===== config.mk =====
export PLATFORM = sky130hd
export DESIGN_NAME = cbsc_socket_ctrl
export DESIGN_NICKNAME = d
export VERILOG_FILES = /design/src/core/cbsc_pkg.sv /design/src/core/cbsc_idle_timer.sv /design/src/core/cbsc_socket_ctrl.sv
export SDC_FILE = /design/constraint.sdc
export NUM_CORES = 1
export LEC_CHECK = 0
export ABC_CLOCK_PERIOD_IN_PS = 1600
export BUFFER_PORTS_ARGS = -buffer_cell sky130_fd_sc_hd__buf_2
export CAP_MARGIN = 20
export CELL_PAD_IN_SITES_DETAIL_PLACEMENT = 1
export CELL_PAD_IN_SITES_GLOBAL_PLACEMENT = 1
export CORE_MARGIN = 8
export CORE_UTILIZATION = 33
export DETAILED_ROUTE_END_ITERATION = 10
export PLACE_DENSITY_LB_ADDON = 0.25
export SYNTH_ARGS = -nofsm -noshare
export SYNTH_HDL_FRONTEND = slang
export SYNTH_SLANG_ARGS = --single-unit

===== constraint.sdc =====
create_clock -name clk -period 1.6 [get_ports clk]
set_clock_uncertainty 0.05 [all_clocks]
set_input_delay 0 -clock clk [delete_from_list [all_inputs] [get_ports clk]]
set_output_delay 0 -clock clk [all_outputs]
set_load 0.01 [all_outputs]

===== src/core/cbsc_pkg.sv =====
package cbsc_pkg;

  // ====================================================================
  // register map (byte addresses)
  localparam logic [7:0] SOCK_CTRL_OFS = 8'h10;
  localparam logic [7:0] SOCK_STAT_OFS = 8'h14;

  // ====================================================================
  // socket control field positions
  localparam int ACTIVITY_BIT = 11;
  localparam int STD_MODEL_BIT = 10;
  localparam int VIDEO_EN_BIT = 9;
  localparam int POLICY_BIT = 7;
  localparam int VCC_LSB = 4;
  localparam int VPP_LSB = 0;
  localparam int FIELD_W = 3;
  localparam logic [31:0] SOCK_CTRL_RESET = 32'h0000_0400;

  // status register field positions
  localparam int STAT_PWR_EN_BIT = 8;
  localparam int STAT_CLK_STOP_BIT = 7;
  localparam int STAT_VCC_LSB = 4;
  localparam int STAT_VPP_LSB = 0;

  // ====================================================================
  // supply request codes
  localparam logic [2:0] SUP_OFF = 3'h0;
  localparam logic [2:0] VPP_12V = 3'h1;
  localparam logic [2:0] SUP_5V = 3'h2;
  localparam logic [2:0] SUP_3V3 = 3'h3;
  localparam logic [2:0] SUP_XV = 3'h4;
  localparam logic [2:0] SUP_YV = 3'h5;

  // ====================================================================
  // clock-run idle qualification
  localparam int IDLE_CLOCKS = 8;
  localparam int IDLE_CNT_W = 4;

  // ====================================================================
  // power control lock machine
  typedef enum logic [1:0] {
    CBSC_PWR_ENABLED = 2'b01,
    CBSC_PWR_LOCKED = 2'b10
  } cbsc_pwr_state_t;

  typedef struct packed {
    logic [IDLE_CNT_W-1:0] cnt;
    logic met;
  } cbsc_idle_state_t;

  typedef struct packed {
    logic [2:0] vcc_req;
    logic [2:0] vpp_req;
    logic policy;
    logic video_en;
    logic [2:0] vcc_applied;
    logic [2:0] vpp_applied;
    cbsc_pwr_state_t pwr;
    logic clk_stop;
    logic [31:0] rdata;
  } cbsc_ctrl_state_t;

endpackage


===== src/core/cbsc_idle_timer.sv =====
`timescale 1ns/10ps
`default_nettype none

// ======================================================================
// idle qualifier: flags after N consecutive idle card-interface clocks
module cbsc_idle_timer #(
  parameter int IDLE_CLOCKS = cbsc_pkg::IDLE_CLOCKS
) (
  input wire logic clk, // bus clock
  input wire logic rst, // async reset, active high
  input wire logic ce, // clock enable, freezes state when low
  input wire logic card_if_idle, // card interface idle this clock
  output logic idle_met // idle for the full window
);

  cbsc_pkg::cbsc_idle_state_t s_q;
  cbsc_pkg::cbsc_idle_state_t s_d;

  localparam logic [cbsc_pkg::IDLE_CNT_W-1:0] LAST =
    cbsc_pkg::IDLE_CNT_W'(IDLE_CLOCKS - 1);

  // count up while idle; any busy clock restarts the window
  always_comb
  begin
    s_d = s_q;
    if (!card_if_idle)
    begin
      s_d.cnt = '0;
      s_d.met = 1'b0;
    end
    else
    begin
      // RULE5 eight idle clocks
      if (s_q.cnt != LAST)
        s_d.cnt = s_q.cnt + 1'b1;
      s_d.met = (s_q.cnt == LAST);
    end
  end

  always_ff @(posedge clk or posedge rst)
  begin
    if (rst)
      s_q <= '0;
    else if (ce)
      s_q <= s_d;
  end

  assign idle_met = s_q.met;
endmodule

`default_nettype wire


===== src/core/cbsc_socket_ctrl.sv =====
// The implementer's own choice: the strobed register port.
`timescale 1ns/10ps
`default_nettype none

// How it works
// RULE1 - bits 31 to 12 of socket control read as zero and writes to them are dropped.
// RULE2 - the video activity bit reads 1 when either socket's video enable is set, else 0.
// RULE3 - the video register model bit reads as a constant 1 and cannot be written.
// RULE4 - the video enable bit is read/write, resets to 0 and drives this socket's video path.
// RULE5 - with the halt policy clear the card clock stops only after eight idle clocks and a host stop request.
// RULE6 - with the halt policy set the card clock stops after eight idle clocks, whatever the host requests.
// RULE7 - card supply codes are 000 off, 010 5 V, 011 3.3 V, 100 X.X V, 101 Y.Y V, the rest reserved.
// RULE8 - programming supply codes are 000 off, 001 12 V, 010 5 V, 011 3.3 V, 100 X.X V, 101 Y.Y V, 11x reserved.
// RULE9 - bit 3 and bit 8 of socket control always read as zero.
// RULE10 - a supply request is applied only when the card accepts that voltage (programming 12 V only when ALLOW_VPP_12V is set), otherwise the supply stays off.
// RULE11 - a forced voltage indication locks socket power control until a card reinterrogation unlocks it.
// RULE12 - after reset socket control reads 0x00000400.
module cbsc_socket_ctrl #(
  parameter int ADDR_W = 8,
  parameter int IDLE_CLOCKS = cbsc_pkg::IDLE_CLOCKS,
  parameter bit ALLOW_VPP_12V = 1'b1
) (
  input wire logic clk, // bus clock, 100 MHz
  input wire logic rst, // async reset, active high
  input wire logic ce, // clock enable
  input wire logic [ADDR_W-1:0] reg_addr, // register byte address
  input wire logic [31:0] reg_wdata, // write data
  input wire logic reg_wr, // write strobe
  input wire logic reg_rd, // read strobe
  output logic [31:0] reg_rdata, // read data, cycle after strobe
  input wire logic other_video_enable, // other socket's video enable
  input wire logic card_if_idle, // card interface idle
  input wire logic host_clkrun_stop, // host bus side asks to stop
  input wire logic card_vs_5v, // card accepts 5 V
  input wire logic card_vs_3v3, // card accepts 3.3 V
  input wire logic card_vs_xv, // card accepts X.X V
  input wire logic card_vs_yv, // card accepts Y.Y V
  input wire logic force_vs_indication, // pulse: software forced a voltage flag
  input wire logic card_reinterrogate, // pulse: reinterrogation requested
  output logic video_port_enable, // zoomed video path on
  output logic card_clk_stop, // request card clock stop
  output logic [2:0] card_supply_apply, // supply code applied to socket
  output logic [2:0] program_supply_apply, // programming supply applied
  output logic power_ctrl_enabled // power control not locked
);

  cbsc_pkg::cbsc_ctrl_state_t s_q;
  cbsc_pkg::cbsc_ctrl_state_t s_d;
  logic idle_met;
  logic ctrl_sel;
  logic stat_sel;
  logic vcc_ok;
  logic vpp_ok;
  logic [31:0] ctrl_word;
  logic [31:0] stat_word;

  // ====================================================================
  // idle qualification
  cbsc_idle_timer #(
    .IDLE_CLOCKS(IDLE_CLOCKS)
  ) u_idle (
    .clk(clk),
    .rst(rst),
    .ce(ce),
    .card_if_idle(card_if_idle),
    .idle_met(idle_met)
  );

  // ====================================================================
  // address decode
  // only the two mapped offsets answer; every other address reads zero and drops writes
  assign ctrl_sel = (reg_addr == ADDR_W'(cbsc_pkg::SOCK_CTRL_OFS));
  assign stat_sel = (reg_addr == ADDR_W'(cbsc_pkg::SOCK_STAT_OFS));

  // ====================================================================
  // voltage acceptance against the card's capabilities
  // power off is always accepted, so removing power never waits on the card
  always_comb
  begin
    // RULE7 card supply decode
    case (s_q.vcc_req)
      cbsc_pkg::SUP_OFF: vcc_ok = 1'b1;
      cbsc_pkg::SUP_5V: vcc_ok = card_vs_5v;
      cbsc_pkg::SUP_3V3: vcc_ok = card_vs_3v3;
      cbsc_pkg::SUP_XV: vcc_ok = card_vs_xv;
      cbsc_pkg::SUP_YV: vcc_ok = card_vs_yv;
      default: vcc_ok = 1'b0; // reserved codes never reach the switch
    endcase
    // RULE8 programming supply decode, 010 taken as 5 V
    case (s_q.vpp_req)
      cbsc_pkg::SUP_OFF: vpp_ok = 1'b1;
      cbsc_pkg::VPP_12V: vpp_ok = ALLOW_VPP_12V;
      cbsc_pkg::SUP_5V: vpp_ok = card_vs_5v;
      cbsc_pkg::SUP_3V3: vpp_ok = card_vs_3v3;
      cbsc_pkg::SUP_XV: vpp_ok = card_vs_xv;
      cbsc_pkg::SUP_YV: vpp_ok = card_vs_yv;
      default: vpp_ok = 1'b0;
    endcase
  end

  // ====================================================================
  // read words
  always_comb
  begin
    // RULE1 upper bits zero
    ctrl_word = '0;
    // RULE2 activity from both sockets
    ctrl_word[cbsc_pkg::ACTIVITY_BIT] = s_q.video_en | other_video_enable;
    // RULE3 model bit hardwired
    ctrl_word[cbsc_pkg::STD_MODEL_BIT] = 1'b1;
    ctrl_word[cbsc_pkg::VIDEO_EN_BIT] = s_q.video_en;
    ctrl_word[cbsc_pkg::POLICY_BIT] = s_q.policy;
    ctrl_word[cbsc_pkg::VCC_LSB +: cbsc_pkg::FIELD_W] = s_q.vcc_req;
    ctrl_word[cbsc_pkg::VPP_LSB +: cbsc_pkg::FIELD_W] = s_q.vpp_req;
    // RULE9 bits 8 and 3 stay at zero from the clear above
    stat_word = '0;
    stat_word[cbsc_pkg::STAT_PWR_EN_BIT] = (s_q.pwr == cbsc_pkg::CBSC_PWR_ENABLED);
    stat_word[cbsc_pkg::STAT_CLK_STOP_BIT] = s_q.clk_stop;
    stat_word[cbsc_pkg::STAT_VCC_LSB +: cbsc_pkg::FIELD_W] = s_q.vcc_applied;
    stat_word[cbsc_pkg::STAT_VPP_LSB +: cbsc_pkg::FIELD_W] = s_q.vpp_applied;
  end

  // ====================================================================
  // next state
  always_comb
  begin
    s_d = s_q;
    // read data stand for one cycle only; unmapped reads give zero
    s_d.rdata = '0;
    if (reg_rd)
    begin
      if (ctrl_sel)
        s_d.rdata = ctrl_word;
      else if (stat_sel)
        s_d.rdata = stat_word;
    end

    // software writes: only the writable fields are kept
    if (reg_wr && ctrl_sel)
    begin
      // RULE4 video enable stored
      s_d.video_en = reg_wdata[cbsc_pkg::VIDEO_EN_BIT];
      s_d.policy = reg_wdata[cbsc_pkg::POLICY_BIT];
      s_d.vcc_req = reg_wdata[cbsc_pkg::VCC_LSB +: cbsc_pkg::FIELD_W];
      s_d.vpp_req = reg_wdata[cbsc_pkg::VPP_LSB +: cbsc_pkg::FIELD_W];
    end

    // RULE11 lock and unlock power control
    case (s_q.pwr)
      cbsc_pkg::CBSC_PWR_ENABLED:
      begin
        if (force_vs_indication)
          s_d.pwr = cbsc_pkg::CBSC_PWR_LOCKED;
      end
      cbsc_pkg::CBSC_PWR_LOCKED:
      begin
        // a force in the same cycle keeps the lock: the newer event wins
        if (card_reinterrogate && !force_vs_indication)
          s_d.pwr = cbsc_pkg::CBSC_PWR_ENABLED;
      end
      default: s_d.pwr = cbsc_pkg::CBSC_PWR_LOCKED; // unknown code is unsafe
    endcase

    // RULE10 apply only accepted voltages
    // while locked the switch holds its last setting rather than dropping the card
    if (s_q.pwr == cbsc_pkg::CBSC_PWR_ENABLED)
    begin
      s_d.vcc_applied = vcc_ok ? s_q.vcc_req : cbsc_pkg::SUP_OFF;
      s_d.vpp_applied = vpp_ok ? s_q.vpp_req : cbsc_pkg::SUP_OFF;
    end

    // RULE5 host request needed with policy clear
    // RULE6 policy set ignores host request
    s_d.clk_stop = idle_met && (s_q.policy || host_clkrun_stop);
  end

  // ====================================================================
  // state register
  always_ff @(posedge clk or posedge rst)
  begin
    if (rst)
    begin
      // RULE12 reset value: all state zero except power control enabled, model bit is the constant 1
      s_q <= '0;
      s_q.pwr <= cbsc_pkg::CBSC_PWR_ENABLED;
    end
    else if (ce)
      s_q <= s_d;
  end

  // ====================================================================
  // outputs
  assign reg_rdata = s_q.rdata;
  assign video_port_enable = s_q.video_en;
  assign card_clk_stop = s_q.clk_stop;
  assign card_supply_apply = s_q.vcc_applied;
  assign program_supply_apply = s_q.vpp_applied;
  assign power_ctrl_enabled = (s_q.pwr == cbsc_pkg::CBSC_PWR_ENABLED);

  // a control read that the block really takes, clock enable included
  logic rd_ctrl;
  assign rd_ctrl = ce && reg_rd && ctrl_sel;
endmodule

`default_nettype wire


After elaboration in Yosys (flattened, before gate mapping)
Index checks and enable logic that the tools add are counted.
{ "word_totals": {"n_memories": 0, "regBits": 54, "latch_bits": 0, "mem_bits_ro": 0, "ram_bits": 0} }
{ "op_classes": {"magnitude_cmp": 0, "n_bitwise": 1, "reduce_logical": 12, "div_mod_pow": 0, "add_sub_neg": 1, "shifts": 0, "n_mul": 0, "n_eq_ne": 18, "mux": 12} }
{ "ops": {"columns": ["cell", "count"], "rows": [
  ["2-to-1 mux 12 bit", 2],
  ["== test 8 x 5 -> 1 bit (second input constant)", 2],
  ["== test 3 x 2 -> 1 bit (second input constant)", 4],
  ["== test 3 bit (second input constant)", 4],
  ["one-hot mux 1 bit (5 select lines)", 2],
  ["2-to-1 mux 9 bit", 1],
  ["zero test 3 bit", 2],
  ["2-to-1 mux 3 bit", 2],
  ["AND reduction 2 bit", 3],
  ["2-to-1 mux 5 bit", 1],
  ["adder 4 x 1 -> 4 bit (second input constant)", 1],
  ["== test 4 x 3 -> 1 bit (second input constant)", 1],
  ["2-to-1 mux 2 bit", 2],
  ["2-to-1 mux 4 bit", 1],
  ["inequality test 2 bit (second input constant)", 2],
  ["inequality test 4 x 3 -> 1 bit (second input constant)", 1],
  ["one-hot mux 2 bit (2 select lines)", 1],
  ["== test 3 x 1 -> 1 bit (second input constant)", 1],
  ["logical AND 1 bit", 3],
  ["AND reduction 3 bit", 1],
  ["== test 2 x 1 -> 1 bit (second input constant)", 1],
  ["== test 2 bit (second input constant)", 1],
  ["inequality test 2 x 1 -> 1 bit (second input constant)", 1],
  ["OR reduction 2 bit", 1],
  ["other kinds (3)", 3]
]} }

Depth between registers and ports, before layout
Gate-level depths: netlist of run 1.
{ "logic_depth": {"depth_word": 4, "depth_mapped": 5} }

By module
A second synthesis of run 1 with hierarchy kept.
{ "unflattened": {"hier_cells": 186, "area_unflattened_um2": 1908.1} }
{ "modules_own_cells": {"columns": ["mod", "n_inst", "area_each_um2", "cells_each"], "rows": [
  ["cbsc_socket_ctrl", 1, 1646.6, 162],
  ["cbsc_idle_timer", 1, 261.5, 24]
]} }

Worst setup path after synthesis of run 1
No wires, ideal clock.
{ "synth_timing": {"path_kind": "register to register", "from": "register s_q[33] (netlist bit)", "to": "register s_q (netlist bit card_supply_apply[1])", "path_slack_ns": 0.046, "required_time_ns": 1.440, "synth_period_minus_slack_ns": 1.554, "stages_incl_launch_ff": 5, "path_buffers": 1, "setup_time_ns": 0.110, "arrival_time_ns": 1.394, "path_cell_list": "dfstp_2 nor2b_1 nand2_1 clkbuf_1 o41ai_1"} }
{ "synth_via": {"elab_chain_cells": 2} }
{ "synth_lines": {"columns": ["item", "line", "source"], "rows": [
  ["from (decl)", "cbsc_socket_ctrl.sv:47", "cbsc_pkg::cbsc_ctrl_state_t s_q;"],
  ["== test 2 x 1 -> 1 bit", null, null],
  ["named net power_ctrl_enabled", "cbsc_socket_ctrl.sv:44", "output logic power_ctrl_enabled"],
  ["AND reduction 2 bit (no line)", null, null]
]} }
The timed path passes the listed nets, and every way through them passes these cells.
A chain may end at the register's enable or synchronous reset.

Worst setup path after layout of run 1
{ "layout_timing": {"from": "register u_idle.s_q[1] (netlist bit)", "to": "register u_idle.s_q[4] (netlist bit)"} }
{ "layout_via": {"elab_chain_cells": 3, "elab_cells_between_ends": 6, "classes_between": "add/sub: 1; eq/ne: 2; mux: 2; reduce/logical: 1"} }
{ "layout_lines": {"columns": ["item", "line", "source"], "rows": [
  ["from (decl)", "cbsc_idle_timer.sv:16", "cbsc_pkg::cbsc_idle_state_t s_q;"],
  ["from (signal assigned)", "cbsc_idle_timer.sv:43", "s_q <= '0;"],
  ["from (signal assigned)", "cbsc_idle_timer.sv:45", "s_q <= s_d;"],
  ["adder 4 x 1 -> 4 bit or inequality test 4 x 3 -> 1 bit (tied branches)", "cbsc_idle_timer.sv:35, cbsc_idle_timer.sv:34", null],
  ["2-to-1 mux 4 bit or inequality test 2 x 1 -> 1 bit (tied branches)", null, null],
  ["2-to-1 mux 5 bit or AND reduction 2 bit (tied branches)", null, null]
]} }
Several ways; a longest one is shown, not always the timed one. The select of a mux whose other input is x is not followed.

==> results of run 1 <==
-- registers in the layout, summed over array words and instances (netlist names) --
signal	count
reg_rdata	11
ctrl_word	7
u_idle.s_q	4
card_supply_apply	3
program_supply_apply	3
s_q	2
card_clk_stop	1
u_idle.idle_met	1
video_port_enable	1
-- metal layers --
layer / GRT usage [%] / up-vias / share of wire [%]
met4: 4.99 / 0 / 1.5
met5: 0 / - / 0
met2: 17.7 / 41 / 49
li1: - / 666 / -
met1: 12.7 / 628 / 44
met3: 3.66 / 5 / 5.8
-- final cells by class --
type                    count  area share [%]
clock inverters             3            2.87
inverters                  20            3.31
well taps                  72            3.97
multi-input cells         107            31.0
flip-flops and latches     33            36.4
repair buffers             69            19.4
clock buffers               5            3.03
-- cell families after synthesis --
group	share of synthesized area, %
buf+inv	20.8
other cells	0.205
flops	45.1
fa+ha+maj	0.682
mux	10.4
simple gates	10.0
compound gates	12.8
-- critical path: stages, from the launching register on --
cell                      delay [ns]
sky130_fd_sc_hd__dfrtp_1        0.40
sky130_fd_sc_hd__ha_1           0.21
sky130_fd_sc_hd__nand2_1        0.08
sky130_fd_sc_hd__o21ai_2        0.23
sky130_fd_sc_hd__nor3_1         0.07
sky130_fd_sc_hd__a211o_1        0.27
-- power groups by stage --
stage	clock network (mW)	logic (mW)	registers [mW]
3_5_place_dp	0	0.200	0.912
5_1_grt	0.997	0.253	0.901
4_1_cts	0.970	0.224	0.896
3_3_place_gp	0	0.195	0.911
6_report	0.940	0.224	0.896
2_1_floorplan	0	0.158	0.905
-- worst min path at each step --
stage	cells past startpoint	slack [ns]	startpoint	endpoint
global route	3	0.03	card_vs_5v	card_supply_apply[1]$_DFFE_PP0P_
global placement	2	0.03	rst	u_idle.s_q[4]$_DFFE_PP0P_
floorplan	1	0.08	rst	card_clk_stop$_DFFE_PP0P_
detailed placement	2	0.05	rst	u_idle.s_q[4]$_DFFE_PP0P_
CTS	3	0.006	card_vs_5v	card_supply_apply[1]$_DFFE_PP0P_
finish	3	0.01	card_vs_5v	card_supply_apply[1]$_DFFE_PP0P_
-- cells in the final DEF (no fill, tap or decap), types with 2 or more instances in the layout --
cell / Yosys / final
sky130_fd_sc_hd__buf_2: 1 / 49
sky130_fd_sc_hd__bufinv_16: 0 / 2
sky130_fd_sc_hd__clkbuf_8: 0 / 5
sky130_fd_sc_hd__o31ai_1: 2 / 2
sky130_fd_sc_hd__nor2_1: 6 / 6
sky130_fd_sc_hd__nand2_1: 13 / 13
sky130_fd_sc_hd__nand2b_1: 2 / 2
sky130_fd_sc_hd__buf_4: 38 / 6
sky130_fd_sc_hd__dlygate4sd3_1: 0 / 13
sky130_fd_sc_hd__o22ai_1: 10 / 10
sky130_fd_sc_hd__conb_1: 1 / 21
sky130_fd_sc_hd__o21ai_0: 8 / 8
sky130_fd_sc_hd__dfrtp_1: 32 / 32
sky130_fd_sc_hd__mux2_2: 8 / 8
sky130_fd_sc_hd__mux2i_1: 10 / 10
sky130_fd_sc_hd__inv_1: 20 / 20
sky130_fd_sc_hd__a32o_1: 2 / 2
sky130_fd_sc_hd__a21oi_1: 4 / 4
sky130_fd_sc_hd__nand3_1: 2 / 2
-- metrics by stage --
step / area, um^2 / utilization, % / std cells / hold slack, ns
after CTS: 2270 / 41.7 / 309 / 0.00564
after detailed placement: 2000 / 36.8 / 288 / 0.0499
after global routing: 2270 / 41.8 / 309 / 0.0264
after global placement: 2000 / 36.8 / 288 / 0.0307
after floorplan: 1910 / - / 203 / 0.0782
final: 2270 / 41.8 / 309 / 0.0116
-- repair_timing --
| action | in CTS | in global routing |
|---|---|---|
| hold buffers | 13 | 0 |
| resized for setup | 0 | 1 |
| setup endpoints to repair | 0 | 1 |
| hold endpoints to repair | 26 | 0 |
| setup buffers | 0 | 0 |
==> run_results.csv, run 1 <==
group,metric,value,unit
run_status,run_status,"complete, no violations",
place,routabilityCongestion,0.709,
route,drt_pre_antenna_iters,2,
logic_synthesis,postSynthCellCount,183,
critical_path,rr_startpoint,"u_idle.s_q[1]$_DFFE_PP0P_",
floorplan,fp-row-count,27,
flow_run,maxCapViolations,0,
pwr,power.switching,0.469,mW
clock_tree,cts.sink_count,33,
place,dpl_worst_slack,0.130,ns
logic_synthesis,number_of_enable_flip_flop_cells_after_synthesis,0,
cells_and_area,fillers,636,
logic_synthesis,yosysSeqAreaShare,45.1,%
pwr,cellInternalPower,1.59,mW
critical_path,path_max_fanout,5,
floorplan,die_w,90.5,um
logic_synthesis,leading_post_synthesis_cells_by_instance_count,"sky130_fd_sc_hd__buf_4, sky130_fd_sc_hd__dfrtp_1, sky130_fd_sc_hd__inv_1, sky130_fd_sc_hd__nand2_1",
route,vias_per_cell,4.34,
grt,largest_net_degree_at_the_start_of_global_routing,22,
clock_tree,cts_made_buffers,5,
sta,worst_margin_slew,0.568,ns
sta,final.setup.worst_slack,0.168,ns
critical_path,cp_endpoint,"u_idle.s_q[4]$_DFFE_PP0P_",
logic_synthesis,yosys-top-cells-area,"sky130_fd_sc_hd__dfrtp_1, sky130_fd_sc_hd__buf_4, sky130_fd_sc_hd__mux2i_1",
logic_synthesis,synth-async-reset-ratio,100,%
logic_synthesis,synthFlopType,"sky130_fd_sc_hd__dfrtp_1",
critical_path,critPathCaptureType,"register",
critical_path,setup.reg_to_reg.worst_slack,0.17,ns
pwr,combPwrFrac,10.9,%
floorplan,initial_core_util,33.7,%
hold_path,min-delay-path-class,"in2reg",
grt,first_pass_grt_wire_length,7270,um
logic_synthesis,synth_area_leader_cell,"sky130_fd_sc_hd__dfrtp_1",
critical_path,startpoint,"u_idle.s_q[1]$_DFFE_PP0P_",
critical_path,worstSetupStartpointType,"register",
logic_synthesis,synth_cell_area,0.00183,mm^2
logic_synthesis,number_of_distinct_standard_cells_referenced_by_the_synthesized_netlist,38,
place,dp_hpwl,3330,um
critical_path,rr_endpoint,"u_idle.s_q[4]$_DFFE_PP0P_",
clock_tree,cts.clk_slew.worst_paths,0.07,ns
pwr,fin_total_pwr,2.06,mW
pwr,vdd_drop_max,0.662,mV
critical_path,worst-endpoint-arrival,1.55,ns
logic_synthesis,post-synth-top-count-cell,"sky130_fd_sc_hd__buf_4",
logic_synthesis,average_footprint_of_a_synthesized_cell,10.0,um^2
route,drtIter0Drc,11,
sta,final-max-slew-violation-count,0,
cells_and_area,antenna_cells_inserted,0,
sta,timing.max_slew.rel_slack,62.1,%
clock_tree,clock_tree.root_cell,"sky130_fd_sc_hd__clkbuf_8",
cells_and_area,num-nets-final,291,
sta,final_hold_viols,0,
clock_tree,tritoncts,"yes",
critical_path,critPathRequiredTime,1.72,ns
grt,grt_antenna_before_repair,0,
sta,rsz_0062_raised_after_global_routing,"no",
clock_tree,clkLatencyLatePin,0.28,ns
grt,grt_util_all_layers,10.9,%
pwr,power_per_cell_area,907,mW/mm^2
cells_and_area,synthToLayoutAreaGrowth,23.9,%
pwr,power.clock.fraction,45.6,%
clock_tree,max-clock-path-buffers,2,
cells_and_area,regArea,827,um^2
pwr,power.share.sequential,43.5,%
pwr,p_leak,1.16,nW
route,detailroute.via_count,1340,
route,route.final.wire_length,4360,um
grt,grt_pass1_vias,1489,
clock_tree,clock_tree.htree_level_count,2,
floorplan,design.portCount,95,
grt,gr_ovfl_total,0,
pwr,switching_share,22.8,%
route,avgRoutedWirePerCell,14.1,um
logic_synthesis,area_fraction_of_the_dominant_cell_type_after_synthesis,43.7,%
cells_and_area,layout-drive-gt1-share,33.3,%
logic_synthesis,yosys_register_bits,33,
sta,setup-violations-final,0,
place,port_buffers,49,
route,drtAntennaViolNets,0,
sta,layout_min_cycle_time,1.43,ns
critical_path,setup.worst_path.class,"reg2reg",
sta,fmaxAchievable,0.698,GHz
logic_synthesis,yosys_warnings,0,
sta,layout_worst_path_cycle_share,89.5,%
floorplan,placeableCoreArea,0.00544,mm^2
sta,fin_tns_setup,0,ns
floorplan,die-height,90.5,um
cells_and_area,multiInputGateArea,704,um^2
floorplan,die_area,0.00820,mm^2
critical_path,r2r.worst_path.cells,5,
route,number_of_drc_violations_after_detailed_routing,0,
(Power assumes the default switching activity.)
==> run 2: changes to the inputs <==
==> constraint.sdc (replaced) <==
create_clock -name clk -period 1.6 [get_ports clk]
set_clock_uncertainty 0.05 [all_clocks]
set_input_delay 0.32 -clock clk [delete_from_list [all_inputs] [get_ports clk]]
set_output_delay 0.32 -clock clk [all_outputs]
set_load 0.01 [all_outputs]
==> run 2 against run 1 <==
  * Non-clock buffer count fell by 11
  * Final cell count shrank 3.6%
  * Combinational power shrank 9.4%
  * Via count fell by 2.0%
  * Routed wire length decreased by 2.5%
  * Flip-flop and latch count is the same
  * Count of clock-buffer cells in the layout is the same
  * Register-to-register slack about the same
  * Largest power group unchanged
  * Highest routed layer unchanged
==> run_results.csv, run 2 (synthesis results as in run 1) <==
group,metric,value,unit
run_status,run_status,"complete, no violations",
critical_path,critPathCaptureType,"output pin",
grt,largest_net_degree_at_the_start_of_global_routing,34,
pwr,cellInternalPower,1.57,mW
cells_and_area,largest_reg_flops,11,
pwr,power.share.sequential,44.1,%
place,placed_cells,289,
place,port_buffers,49,
grt,grt_pass1_vias,1483,
pwr,switching_share,22.6,%
pwr,fin_total_pwr,2.03,mW
critical_path,path_max_fanout,2,
critical_path,critPathRequiredTime,1.23,ns
sta,setup-violations-final,0,
pwr,power_per_cell_area,945,mW/mm^2
place,routabilityCongestion,0.697,
hold_path,min-delay-path-class,"in2async",
clock_tree,cts.clk_slew.worst_paths,0.07,ns
grt,gr_ovfl_total,0,
route,drtIter0Drc,27,
route,drtAntennaViolNets,0,
route,route.final.wire_length,4250,um
pwr,p_leak,1.12,nW
floorplan,die_area,0.00820,mm^2
sta,layout_worst_path_cycle_share,96.1,%
clock_tree,cts_hold_buf,0,
cells_and_area,fillers,658,
floorplan,die_w,90.5,um
critical_path,peak_per_stage_delay_on_the_critical_path,0.53,ns
sta,rsz_0062_raised_after_global_routing,"no",
sta,final_hold_viols,0,
cells_and_area,num-nets-final,280,
cells_and_area,layout.cell_area.non_filler,0.00215,mm^2
pwr,power.clock.fraction,45.8,%
floorplan,fp-row-count,27,
floorplan,design.portCount,95,
sta,final-max-slew-violation-count,0,
pwr,power.switching,0.460,mW
critical_path,worstSetupStartpointType,"register",
pwr,vdd_drop_max,0.488,mV
place,dp_hpwl,3360,um
grt,grt_util_all_layers,10.8,%
grt,first_pass_grt_wire_length,7260,um
route,avgRoutedWirePerCell,14.3,um
place,detailed_place.area,0.00200,mm^2
critical_path,ordered_list_of_cells_on_the_worst_path,"nor2b_4 > buf_4 > buf_6",
sta,final.setup.worst_slack,0.0618,ns
sta,worst_hold_slack,0.0620,ns
cells_and_area,synthToLayoutAreaGrowth,17.5,%
cells_and_area,antenna_cells_inserted,0,
sta,layout_min_cycle_time,1.54,ns
route,vias_per_cell,4.41,
clock_tree,clock_tree.htree_level_count,2,
clock_tree,max-clock-path-buffers,2,
critical_path,worst-endpoint-arrival,1.17,ns
sta,fmaxAchievable,0.650,GHz
route,number_of_drc_violations_after_detailed_routing,0,
clock_tree,cts_made_buffers,5,
pwr,combPwrFrac,10.0,%
cells_and_area,layout.cells.most_common_list,"sky130_fd_sc_hd__buf_2, sky130_fd_sc_hd__dfrtp_1, sky130_fd_sc_hd__conb_1",
flow_run,maxCapViolations,0,
route,detailroute.via_count,1313,
critical_path,crit_slowest_cell,"sky130_fd_sc_hd__dfstp_2",
clock_tree,clock_tree.root_cell,"sky130_fd_sc_hd__clkbuf_8",
cells_and_area,finalNonFillerCells,298,
floorplan,initial_core_util,33.7,%
cells_and_area,final_common_cell,"sky130_fd_sc_hd__buf_2",
grt,grt_antenna_before_repair,0,
floorplan,die-height,90.5,um
clock_tree,cts.sink_count,33,
route,drt_pre_antenna_iters,2,
cells_and_area,layout-drive-gt1-share,35.8,%
clock_tree,tritoncts,"yes",
floorplan,placeableCoreArea,0.00544,mm^2
place,dpl_worst_slack,-0.118,ns
clock_tree,clkLatencyLatePin,0.29,ns
critical_path,setup.worst_path.class,"reg2out",
run 2: cell count changes in the layout (fill, tap and decap cells not counted):
cell,previous run,this run
sky130_fd_sc_hd__buf_12,1,0
sky130_fd_sc_hd__buf_2,49,48
sky130_fd_sc_hd__buf_4,6,9
sky130_fd_sc_hd__buf_6,0,1
sky130_fd_sc_hd__dlygate4sd3_1,13,0
sky130_fd_sc_hd__nor2b_1,1,0
sky130_fd_sc_hd__nor2b_4,0,1
sky130_fd_sc_hd__o21ai_1,0,1
sky130_fd_sc_hd__o21ai_2,1,0
run 2: worst max-delay path, delay by kind of cell, from the launching register on:
| kind | cells | cell delay (ns) |
|---|---|---|
| buffers and inverters | 2 | 0.21 |
| AND/OR/NAND/NOR | 1 | 0.13 |
| flip-flops | 1 | 0.53 |
run 2: metrics by stage:
| stage | util [%] | setup TNS (ns) |
|---|---|---|
| after floorplan | - | 0 |
| after global placement | 36.7 | -1.49 |
| after detailed placement | 36.7 | -1.66 |
| after CTS | 39.5 | 0 |
| after global routing | 39.6 | 0 |
| final | 39.6 | 0 |
run 2: area by class of cell:
cell class	count	area [um^2]	share of cell area (%)
well taps	72	90.1	4.18
flip-flops and latches	33	827	38.4
clock buffers	5	68.8	3.20
clock inverters	3	65.1	3.02
repair buffers	58	319	14.8
inverters	20	75.1	3.49
multi-input cells	107	708	32.9
run 2: power groups by stage:
stage / Combinational [mW] / Sequential (mW) / Clock, mW
finish: 0.203 / 0.898 / 0.933
detailed placement: 0.198 / 0.913 / 0
CTS: 0.206 / 0.898 / 0.963
global route: 0.233 / 0.903 / 0.988
floorplan: 0.158 / 0.905 / 0
global placement: 0.193 / 0.911 / 0
run 2: metal layers:
layer | global-route usage (%) | vias up | share of wire [%]
met5 | 0 | - | 0
met4 | 4.99 | 0 | 1.8
met1 | 13.0 | 615 | 47
met3 | 3.66 | 6 | 5.2
li1 | - | 651 | -
met2 | 16.9 | 41 | 46
run 2: repair_timing:
action	CTS	global route
gates resized for setup	2	1
setup buffers	1	0
setup endpoints to repair	1	1
hold endpoints to repair	0	0
run 2: path summary, 6_finish.rpt:
kind | startpoint | to | slack (ns) | depth (start not counted)
min reg2reg | u_idle.idle_met$_DFFE_PP0P_ | u_idle.idle_met$_DFFE_PP0P_ | 0.43 | 1
max reg2reg | u_idle.s_q[1]$_DFFE_PP0P_ | u_idle.s_q[4]$_DFFE_PP0P_ | 0.17 | 5
min | rst | s_q[34]$_DFFE_PP0P_ | 0.06 | 3
min in group clk | reg_wdata[2] | ctrl_word[2]$_DFFE_PP0P_ | 0.22 | 2
max in group asynchronous | rst | s_q[33]$_DFFE_PP1P_ | 1.11 | 3
max | s_q[33]$_DFFE_PP1P_ | power_ctrl_enabled | 0.06 | 3
